[src/rtl/fault_supervisor_consts.vh]
// Constants for the flyback fault supervisor
`ifndef FAULT_SUPERVISOR_CONSTS_VH
`define FAULT_SUPERVISOR_CONSTS_VH
`define CLK_FREQ_HZ 50000000
`define FILT_TIME_US 125
`define FILT_CYCLES ((`FILT_TIME_US * (`CLK_FREQ_HZ / 1000000)))
`define BROWNOUT_TIME_MS 40
`define BROWNOUT_CYCLES (`BROWNOUT_TIME_MS * (`CLK_FREQ_HZ / 1000))
`define FILT_PWM_PERIODS 2
`define VARIANT_A 2'h0
`define VARIANT_B 2'h1
`define VARIANT_C 2'h2
`define CNT_W 24
`endif

[src/rtl/flyback_fault_supervisor.v]
// Fault supervisor for a primary-side flyback controller
`timescale 1ns/1ps
`include "fault_supervisor_consts.vh"
module flyback_fault_supervisor #(
   parameter [1:0] VARIANT = `VARIANT_A,
   parameter FILT_CYCLES = `FILT_CYCLES,
   parameter BROWNOUT_CYCLES = `BROWNOUT_CYCLES,
   parameter RESET_LONG_CYCLES = 50000,
   parameter RESET_SHORT_CYCLES = 5000
)(
   input wire clk,
   input wire rst,
   input wire pwm_period_tick,
   input wire startup_req,
   input wire pin_check_done,
   input wire voltage_sense_pin_fault,
   input wire gate_drive_pin_fault,
   input wire current_sense_pin_fault,
   input wire diag_fault,
   input wire supply_ov,
   input wire supply_uv,
   input wire output_ov,
   input wire brownout,
   input wire overtemp_trip,
   input wire temp_below_hyst,
   input wire overload_timeout,
   input wire shutdown_pin_low,
   input wire shutdown_pin_wake,
   input wire low_power_req,
   input wire sleep_active,
   input wire vdd_at_reset_level,
   input wire ac_present,
   output reg pwm_enable_q,
   output reg pin_check_run_q,
   output reg shutdown_pullup_en_q,
   output reg wake_now_q,
   output reg low_power_q,
   output reg vdd_discharge_q,
   output reg vdd_latch_reg_q,
   output reg fault_latched_q,
   output reg fault_restart_q
);
   localparam [2:0] ST_IDLE = 3'h0;
   localparam [2:0] ST_CHECK = 3'h1;
   localparam [2:0] ST_RUN = 3'h2;
   localparam [2:0] ST_WAIT = 3'h3;
   localparam [2:0] ST_DISCH = 3'h4;
   localparam [2:0] ST_LATCH = 3'h5;
   localparam [2:0] ST_OTWAIT = 3'h6;
   localparam NF = 6;

   reg [2:0] state_q;
   reg [2:0] state_d;

   // Auto-restart states, also decoded for the restart flag
   function is_restart;
      input [2:0] st;
      begin
         is_restart = (st == ST_WAIT) || (st == ST_DISCH) ||
                      (st == ST_OTWAIT);
      end
   endfunction

   // States that park the controller in low-power mode
   function is_low_power;
      input [2:0] st;
      begin
         is_low_power = (st == ST_WAIT) || (st == ST_LATCH) ||
                        (st == ST_OTWAIT);
      end
   endfunction

   wire is_a = (VARIANT == `VARIANT_A);
   wire is_c = (VARIANT == `VARIANT_C);

   // Filtered sources: 0 sup ov,1 sup uv,2 out ov,3 sd low,4 ot,5 brownout
   wire [NF-1:0] raw;
   assign raw = {brownout, overtemp_trip, shutdown_pin_low, output_ov,
                 supply_uv, supply_ov};
   reg [NF-1:0] hit;
   wire [NF-1:0] ok;
   reg [`CNT_W-1:0] cnt_q [0:NF-1];
   reg [1:0] per_q [0:NF-1];

   genvar g;
   generate
      for (g = 0; g < NF; g = g + 1)
      begin : filt
         wire [`CNT_W-1:0] lim;
         assign lim = (g == NF-1) ? BROWNOUT_CYCLES[`CNT_W-1:0] :
                      FILT_CYCLES[`CNT_W-1:0];
         wire per_ok = (g == NF-1) ||
                       (per_q[g] >= `FILT_PWM_PERIODS);
         // Persistence time counter
         always @(posedge clk)
         begin
            if (rst || !raw[g] || state_q != ST_RUN)
               cnt_q[g] <= {`CNT_W{1'b0}};
            else if (cnt_q[g] < lim)
               cnt_q[g] <= cnt_q[g] + 1'b1;
         end

         // Persistence PWM period counter
         always @(posedge clk)
         begin
            if (rst || !raw[g] || state_q != ST_RUN)
               per_q[g] <= 2'h0;
            else if (pwm_period_tick && per_q[g] < `FILT_PWM_PERIODS)
               per_q[g] <= per_q[g] + 2'h1;
         end

         assign ok[g] = raw[g] && (cnt_q[g] >= lim) && per_ok;
      end
   endgenerate

   reg [31:0] tmr_q;
   reg latch_f;
   reg any_f;
   reg any_pin;
   reg pin_latch;

   always @*
   begin
      hit = ok;
      any_pin = voltage_sense_pin_fault || gate_drive_pin_fault ||
                current_sense_pin_fault || diag_fault;
      pin_latch = !is_c && any_pin;
      any_f = |hit || (is_a && overload_timeout);
      latch_f = is_a && (hit[0] || hit[2] || hit[3] || hit[4]);
   end

   always @*
   begin
      state_d = state_q;
      case (state_q)
         ST_IDLE:
            if (startup_req && ac_present)
               state_d = ST_CHECK;
         ST_CHECK:
            if (pin_check_done)
            begin
               if (pin_latch)
                  state_d = ST_LATCH;
               else if (any_pin)
                  state_d = ST_WAIT;
               else
                  state_d = ST_RUN;
            end
         ST_RUN:
            if (latch_f)
               state_d = ST_LATCH;
            else if (hit[4])
               state_d = ST_OTWAIT;
            else if (any_f)
               state_d = ST_WAIT;
         ST_OTWAIT:
            if (temp_below_hyst)
               state_d = ST_WAIT;
         ST_WAIT:
            if (tmr_q == 32'h0)
               state_d = ST_DISCH;
         ST_DISCH:
            if (vdd_at_reset_level)
               state_d = ST_IDLE;
         ST_LATCH:
            if (!ac_present)
               state_d = ST_IDLE;
         default:
            state_d = ST_IDLE;
      endcase
   end

   // State register
   always @(posedge clk)
   begin
      if (rst)
         state_q <= ST_IDLE;
      else
         state_q <= state_d;
   end

   // Reset wait timer, short for brownout
   always @(posedge clk)
   begin
      if (rst)
         tmr_q <= 32'h0;
      else if (state_d == ST_WAIT && state_q != ST_WAIT)
         tmr_q <= (state_q == ST_RUN && hit[5]) ?
                  RESET_SHORT_CYCLES : RESET_LONG_CYCLES;
      else if (tmr_q != 32'h0)
         tmr_q <= tmr_q - 32'h1;
   end

   always @(posedge clk)
   begin
      if (rst)
         pwm_enable_q <= 1'b0;
      else
         pwm_enable_q <= (state_d == ST_RUN);
   end

   always @(posedge clk)
   begin
      if (rst)
         pin_check_run_q <= 1'b0;
      else
         pin_check_run_q <= (state_d == ST_CHECK);
   end

   // Pull-up dropped only while running with low_power_req set
   always @(posedge clk)
   begin
      if (rst)
         shutdown_pullup_en_q <= 1'b1;
      else
         shutdown_pullup_en_q <= !(state_d == ST_RUN && low_power_req);
   end

   always @(posedge clk)
   begin
      if (rst)
         wake_now_q <= 1'b0;
      else
         wake_now_q <= state_q == ST_RUN && low_power_req && sleep_active &&
                       shutdown_pin_wake;
   end

   always @(posedge clk)
   begin
      if (rst)
         low_power_q <= 1'b0;
      else
         low_power_q <= is_low_power(state_d);
   end

   always @(posedge clk)
   begin
      if (rst)
         vdd_discharge_q <= 1'b0;
      else
         vdd_discharge_q <= (state_d == ST_DISCH);
   end

   always @(posedge clk)
   begin
      if (rst)
         vdd_latch_reg_q <= 1'b0;
      else
         vdd_latch_reg_q <= (state_d == ST_LATCH);
   end

   always @(posedge clk)
   begin
      if (rst)
         fault_latched_q <= 1'b0;
      else
         fault_latched_q <= (state_d == ST_LATCH);
   end

   always @(posedge clk)
   begin
      if (rst)
         fault_restart_q <= 1'b0;
      else
         fault_restart_q <= is_restart(state_d);
   end
endmodule // flyback_fault_supervisor

[config.mk]
export PLATFORM = sky130hd
export DESIGN_NAME = flyback_fault_supervisor
export DESIGN_NICKNAME = d
export VERILOG_FILES = /design/src/rtl/flyback_fault_supervisor.v
export VERILOG_INCLUDE_DIRS = /design/src /design/src/rtl
export SDC_FILE = /design/constraint.sdc
export NUM_CORES = 1
export LEC_CHECK = 0
export BUFFER_PORTS_ARGS = -buffer_cell sky130_fd_sc_hd__buf_2
export CORE_MARGIN = 1.5
export CORE_UTILIZATION = 30
export CTS_CLUSTER_SIZE = 10
export DETAILED_ROUTE_END_ITERATION = 10
export PLACE_DENSITY_LB_ADDON = 0.1
export SETUP_SLACK_MARGIN = 0.02
export SLEW_MARGIN = 20
export SYNTH_ARGS = -nofsm -noshare
export SYNTH_HDL_FRONTEND = slang
export SYNTH_SLANG_ARGS = --single-unit
[constraint.sdc]
create_clock -name clk -period 6.8 [get_ports clk]
set_clock_uncertainty 0.15 [all_clocks]
set_input_delay 0.34 -clock clk [delete_from_list [all_inputs] [get_ports clk]]
set_output_delay 0.34 -clock clk [all_outputs]
set_load 0.03 [all_outputs]
After elaboration in Yosys (flattened, before gate mapping)
Memories as Yosys holds them, arrays and structs flattened.
Index checks and enable logic that the tools add are counted.
{"block": "classes", "magnitude_cmp": 23, "bitwise_logic": 12, "reduce_logical": 59, "mux": 74, "n_addsub": 13, "eq_ne": 14}
{"cell": "adder 24 x 1 -> 24 bit (second input constant)", "n": 6}
{"cell": "2-to-1 mux 24 bit", "n": 6}
{"cell": ">= comparator 24 x 13 -> 1 bit (second input constant)", "n": 5}
{"cell": "less-than comparator 24 x 13 -> 1 bit (second input constant)", "n": 5}
{"cell": "2-to-1 mux 32 bit", "n": 2}
{"cell": "2-to-1 mux 1 bit", "n": 48}
{"cell": "zero test 32 bit", "n": 1}
{"cell": "nonzero test 32 bit", "n": 1}
{"cell": "subtractor 32 x 1 -> 32 bit (second input constant)", "n": 1}
{"cell": "2-to-1 mux 3 bit", "n": 10}
{"cell": ">= comparator 24 x 21 -> 1 bit (second input constant)", "n": 1}
{"cell": "logical AND 1 bit", "n": 24}
{"cell": "less-than comparator 24 x 21 -> 1 bit (second input constant)", "n": 1}
{"cell": "logical OR 1 bit", "n": 23}
{"cell": "case mux 3 bit (7 select lines)", "n": 1}
{"cell": "equality test 3 bit (second input constant)", "n": 6}
{"cell": "2-to-1 mux 16 bit", "n": 1}
{"cell": "adder 2 x 1 -> 2 bit (second input constant)", "n": 6}
{"cell": "equality test 3 x 2 -> 1 bit (second input constant)", "n": 4}
{"cell": "less-than comparator 2 bit (second input constant)", "n": 6}
{"cell": "2-to-1 mux 2 bit", "n": 6}
{"cell": "OR 1 bit", "n": 12}
{"cell": ">= comparator 2 bit (second input constant)", "n": 5}
{"cell": "zero test 1 bit", "n": 7}
{"cell": "5 further kinds", "n": 7}
{"block": "totals", "ramBits": 156, "wordCells": 207, "memories": 2, "reg_bits": 43}
{"memory": "cnt_q", "words": 6, "width": 24, "rd": 6, "rd_clocked_by_memory_dff": 0, "write_ports": 6, "line_no": "flyback_fault_supervisor.v:82", "text": "reg [`CNT_W-1:0] cnt_q [0:NF-1];"}
{"memory": "per_q", "words": 6, "width": 2, "rd": 6, "rd_clocked_by_memory_dff": 0, "write_ports": 6, "line_no": "flyback_fault_supervisor.v:83", "text": "reg [1:0] per_q [0:NF-1];"}

Longest topological paths before layout
An unclocked memory read counts as a cell.
{"block": "depth", "depth_word": 13, "ltp_mapped": 10, "ltp_nobuf": 9}

Worst setup path after synthesis
OpenSTA, ideal clock, no wires.
{"block": "synth_timing", "path_kind": "register to register", "from": "memory cnt_q[3][4] (netlist name)", "to": "memory cnt_q[3][0] (netlist name) (enable)", "setup_time_ps": 413, "period_less_slack_ps": 2886, "stages_incl_launch_ff": 5, "slack_ps": 3914, "path_buffers": 0, "arrival_ps": 2323, "cell_sequence": "edfxtp_1 or3_1 a31oi_1 a21oi_1 o211ai_1"}
{"item": "start: declaration", "line_no": "flyback_fault_supervisor.v:82"}

Worst setup path after layout
{"block": "layout_timing", "from": "register tmr_q[8]", "to": "register tmr_q[7]"}
{"block": "layout_between", "elab_chain_len": 6, "word_cells_on_any_way": 8, "cone_classes": "1 x eq/ne; 3 x mux; 4 x reduce/logical"}
{"item": "start: declaration", "line_no": "flyback_fault_supervisor.v:116", "text": "reg [31:0] tmr_q;"}
{"item": "start signal: assignment", "line_no": "flyback_fault_supervisor.v:188", "text": "tmr_q <= (state_q == ST_RUN && hit[5]) ?"}
{"item": "start signal: assignment", "line_no": "flyback_fault_supervisor.v:191", "text": "tmr_q <= tmr_q - 32'h1;"}
{"item": "zero test 32 bit", "line_no": "flyback_fault_supervisor.v:160", "text": "if (tmr_q == 32'h0)"}
{"item": "2-to-1 mux 3 bit", "line_no": "flyback_fault_supervisor.v:160"}
{"item": "case mux 3 bit (7 select lines)", "line_no": "flyback_fault_supervisor.v:135", "text": "case (state_q)"}
{"item": "equality test 3 x 2 -> 1 bit", "line_no": "flyback_fault_supervisor.v:187", "text": "else if (state_d == ST_WAIT && state_q != ST_WAIT)"}
{"item": "logical AND 1 bit", "line_no": "flyback_fault_supervisor.v:187"}
{"item": "2-to-1 mux 32 bit / nonzero test 2 bit (equally long branches)"}
Several ways; a longest one is shown, not always the timed one.
A chain may end at the register's enable or synchronous reset.

==> impl_metrics.json <==
{
  "status": "finished clean",
  "multiInputGateArea_um2": 3890,
  "fp.dieH_um": 179,
  "hp-class": "in2reg",
  "synth_top_area_cell": "edfxtp_1",
  "synth_edf_count": 154,
  "r2r-start": "tmr_q[8]$_SDFFE_PP0P_",
  "r2r-end": "tmr_q[7]$_SDFFE_PP0P_",
  "yosysWarnings": 0,
  "wl_um": 18100,
  "drive_gt1_share_pct": 9.00,
  "grt_pass1_wl_um": 30500,
  "final.setup.tns_ps": 0,
  "io_pins": 31,
  "clock_sinks": 197,
  "cts_resized": 0,
  "ys_seq_area_share_pct": 58.7,
  "synth.area.top_cells": "edfxtp_1, dfxtp_1, nor2_1, xnor2_1, xor2_1",
  "viasPerCell": 4.56,
  "grt-busiest-layer": "met2",
  "design.die.area_um2": 32200,
  "antenna_found_initial": 1,
  "clock_tree.buffer_depth": 2,
  "finalCritPeriodShare_pct": 52.6,
  "areaGrowthSynthToFinish_pct": 15.2,
  "synthArstFlopShare_pct": 0,
  "synthCells": 849,
  "grt_pass1_vias": 5996,
  "hold_depth": 2,
  "worst-r2r-setup-slack_ps": 3220,
  "worst_slew_pin_slew_ps": 931,
  "io_buffers": 30,
  "max_clock_freq_mhz": 280,
  "finalHoldViolations": 0,
  "syn_area_um2": 9340,
  "final_max_slew_viol_count": 0,
  "grt_max_degree": 31,
  "htreeDepth": 4,
  "ir_worst_vdd_mv": 0.234,
  "hold-path-endpoint": "state_q[0]$_SDFF_PP0_",
  "ys.flop_type": "edfxtp_1",
  "root_buffer": "clkbuf_16",
  "syn_area_per_cell_um2": 11.0,
  "synth_most_common_cell": "nor2_1",
  "synth_adder_area_share_pct": 2.54,
  "seq_area_um2": 5490,
  "cellLeakagePower_nw": 3.86,
  "num_vias": 6166,
  "drt_iter0_markers": 352,
  "routedWlPerCell_um": 13.4,
  "drcViolationCount": 0,
  "crit_path_end_kind": "flip-flop",
  "synthXorXnorAreaFrac_pct": 8.63,
  "cts_setup_buffers": 0,
  "yosys.area.top_type_share_pct": 49.5,
  "antenna_cells": 0,
  "die_x_um": 179,
  "post-dp-hpwl_um": 12600,
  "ys_ff_latch": 197,
  "use_met1_pct": 16.1,
  "yosys.area_share.simple_pct": 21.4,
  "crit_fanout": 30,
  "critPathLaunchType": "flip-flop",
  "row_count": 64,
  "gr-usage-all-layers_pct": 11.7,
  "required_ps": 6990,
  "gr-total-overflow": 0,
  "fillers": 3119,
  "synth_compound_area_share_pct": 6.64,
  "cts_tree": "done",
  "place_congestion": 0.744,
  "relSlewSlack_pct": 37.8,
  "grt_use_met3_pct": 2.53,
  "use_met2_pct": 18.4,
  "coreArea_um2": 30600,
  "ant_nets": 0,
  "rsz0062_at_grt": "false",
  "layout.nets": 984,
  "setup_viol": 0,
  "maxCapViolations": 0,
  "power_density_nw_per_um2": 287,
  "worstPathArrival_ps": 3770,
  "fin_crit_ps": 3580,
  "insertion_delay_ps": 430,
  "power_mw": 3.09,
  "floorplan.initialDensity_pct": 30.5,
  "critical_path_class": "reg2reg",
  "dr.pass1.iters": 4,
  "cts_hold_buf": 1,
  "r2r_cells": 8,
  "cts_made_buffers": 17,
  "synth_top_family_by_area": "simple AND/OR/NAND/NOR gates",
  "hp-start": "rst",
  "clkSlewWorstSetupHoldPaths_ps": 80,
  "synth_cell_types": 64,
  "synthMuxAreaShare_pct": 0.107,
  "synth_commonest_cells": "nor2_1, edfxtp_1, nand2_1"
}
-- placed cells by master (no fill, tap or decap), types with 6 or more instances in the layout --
cell type and count:
o31ai_1 6, nor2_1 166, or3_1 11, a31oi_1 10, buf_2 30, xor2_1 40, edfxtp_1 154, nand2_1 53
and3_1 19, clkbuf_16 17, nand4_1 12, nor4_1 20, inv_1 24, nand3_1 48, buf_4 9, dfxtp_1 43
ha_1 19, conb_1 58, xnor2_1 52, or4_1 9, or2_2 8, a21oi_1 13, nand3b_1 6, nor3_1 24
o21ai_0 10, nand2b_1 8
-- flip-flops by register name, summed over array words and instances, names as in the netlist --
signal	count
cnt_q	144
fault_latched_q	1
fault_restart_q	1
low_power_q	1
per_q	10
pin_check_run_q	1
pwm_enable_q	1
shutdown_pullup_en_q	1
state_q	3
tmr_q	32
vdd_discharge_q	1
wake_now_q	1
-- area by class of cell --
type / count / share of cell area [%]
sequential: 197 / 51.0
inverter: 24 / 0.837
clock inverter: 14 / 1.31
timing repair buffer: 40 / 2.12
tap: 396 / 4.60
clock buffer: 18 / 3.99
multi-input combinational: 663 / 36.2
-- cell families (layout without fill, tap and decap cells) --
kind of cell,after synthesis,count (layout)
DFF,197,197
and+or+nand+nor,409,409
muxes,1,1
adders and majority gates,19,19
buffers and inverters,46,96
AOI/OAI and AO/OA,84,84
other,1,58
xor gates and xnor gates,92,92
-- metrics by stage --
step                instance area (µm²)  worst slack (ps)  util, %  std cells  hold WS, ps
CTS                               10800              3150     35.2       1352         56.8
floorplan                          9560              3910        -        906          264
global route                      10800              2870     35.2       1352         96.0
finish                            10800              3220     35.2       1352         91.6
detailed placement                10200              3210     33.3       1319          317
global placement                  10200              3250     33.3       1319          316
-- how the worst max path moves through the flow --
stage / start / end / slack (ps) / cells past startpoint
6_report: tmr_q[8]$_SDFFE_PP0P_ / tmr_q[7]$_SDFFE_PP0P_ / 3220 / 8
5_1_grt: tmr_q[8]$_SDFFE_PP0P_ / tmr_q[3]$_SDFFE_PP0P_ / 2870 / 8
4_1_cts: tmr_q[8]$_SDFFE_PP0P_ / tmr_q[3]$_SDFFE_PP0P_ / 3150 / 8
3_5_place_dp: tmr_q[8]$_SDFFE_PP0P_ / tmr_q[12]$_SDFFE_PP0P_ / 3210 / 8
3_3_place_gp: tmr_q[8]$_SDFFE_PP0P_ / tmr_q[12]$_SDFFE_PP0P_ / 3250 / 8
2_1_floorplan: cnt_q[3][4]$_SDFFCE_PN0P_ / cnt_q[3][0]$_SDFFCE_PN0P_ / 3910 / 4
-- metal layers --
layer / up-vias / share of wire, %
met5: - / 0
met4: 0 / 1.1
met3: 11 / 2.1
met2: 54 / 46
met1: 2884 / 51
li1: 3217 / -
-- power breakdown --
part	total, mW	internal [mW]	switching [mW]	leakage [nW]
sequential	1.47	1.39	0.0819	2.15
clock	1.00	0.517	0.483	0.272
combinational	0.617	0.265	0.352	1.44
total	3.09	2.17	0.917	3.86
-- worst max-delay path, cell delays in order (launching register included) --
cell and delay (ps):
dfxtp_1 350, or4_1 570, or3_1 490, nor4_4 830, o21ai_2 190, o21ba_4 300, o21ai_2 60, buf_4 240
o32ai_1 270
Power figures use the tool's default switching activity.
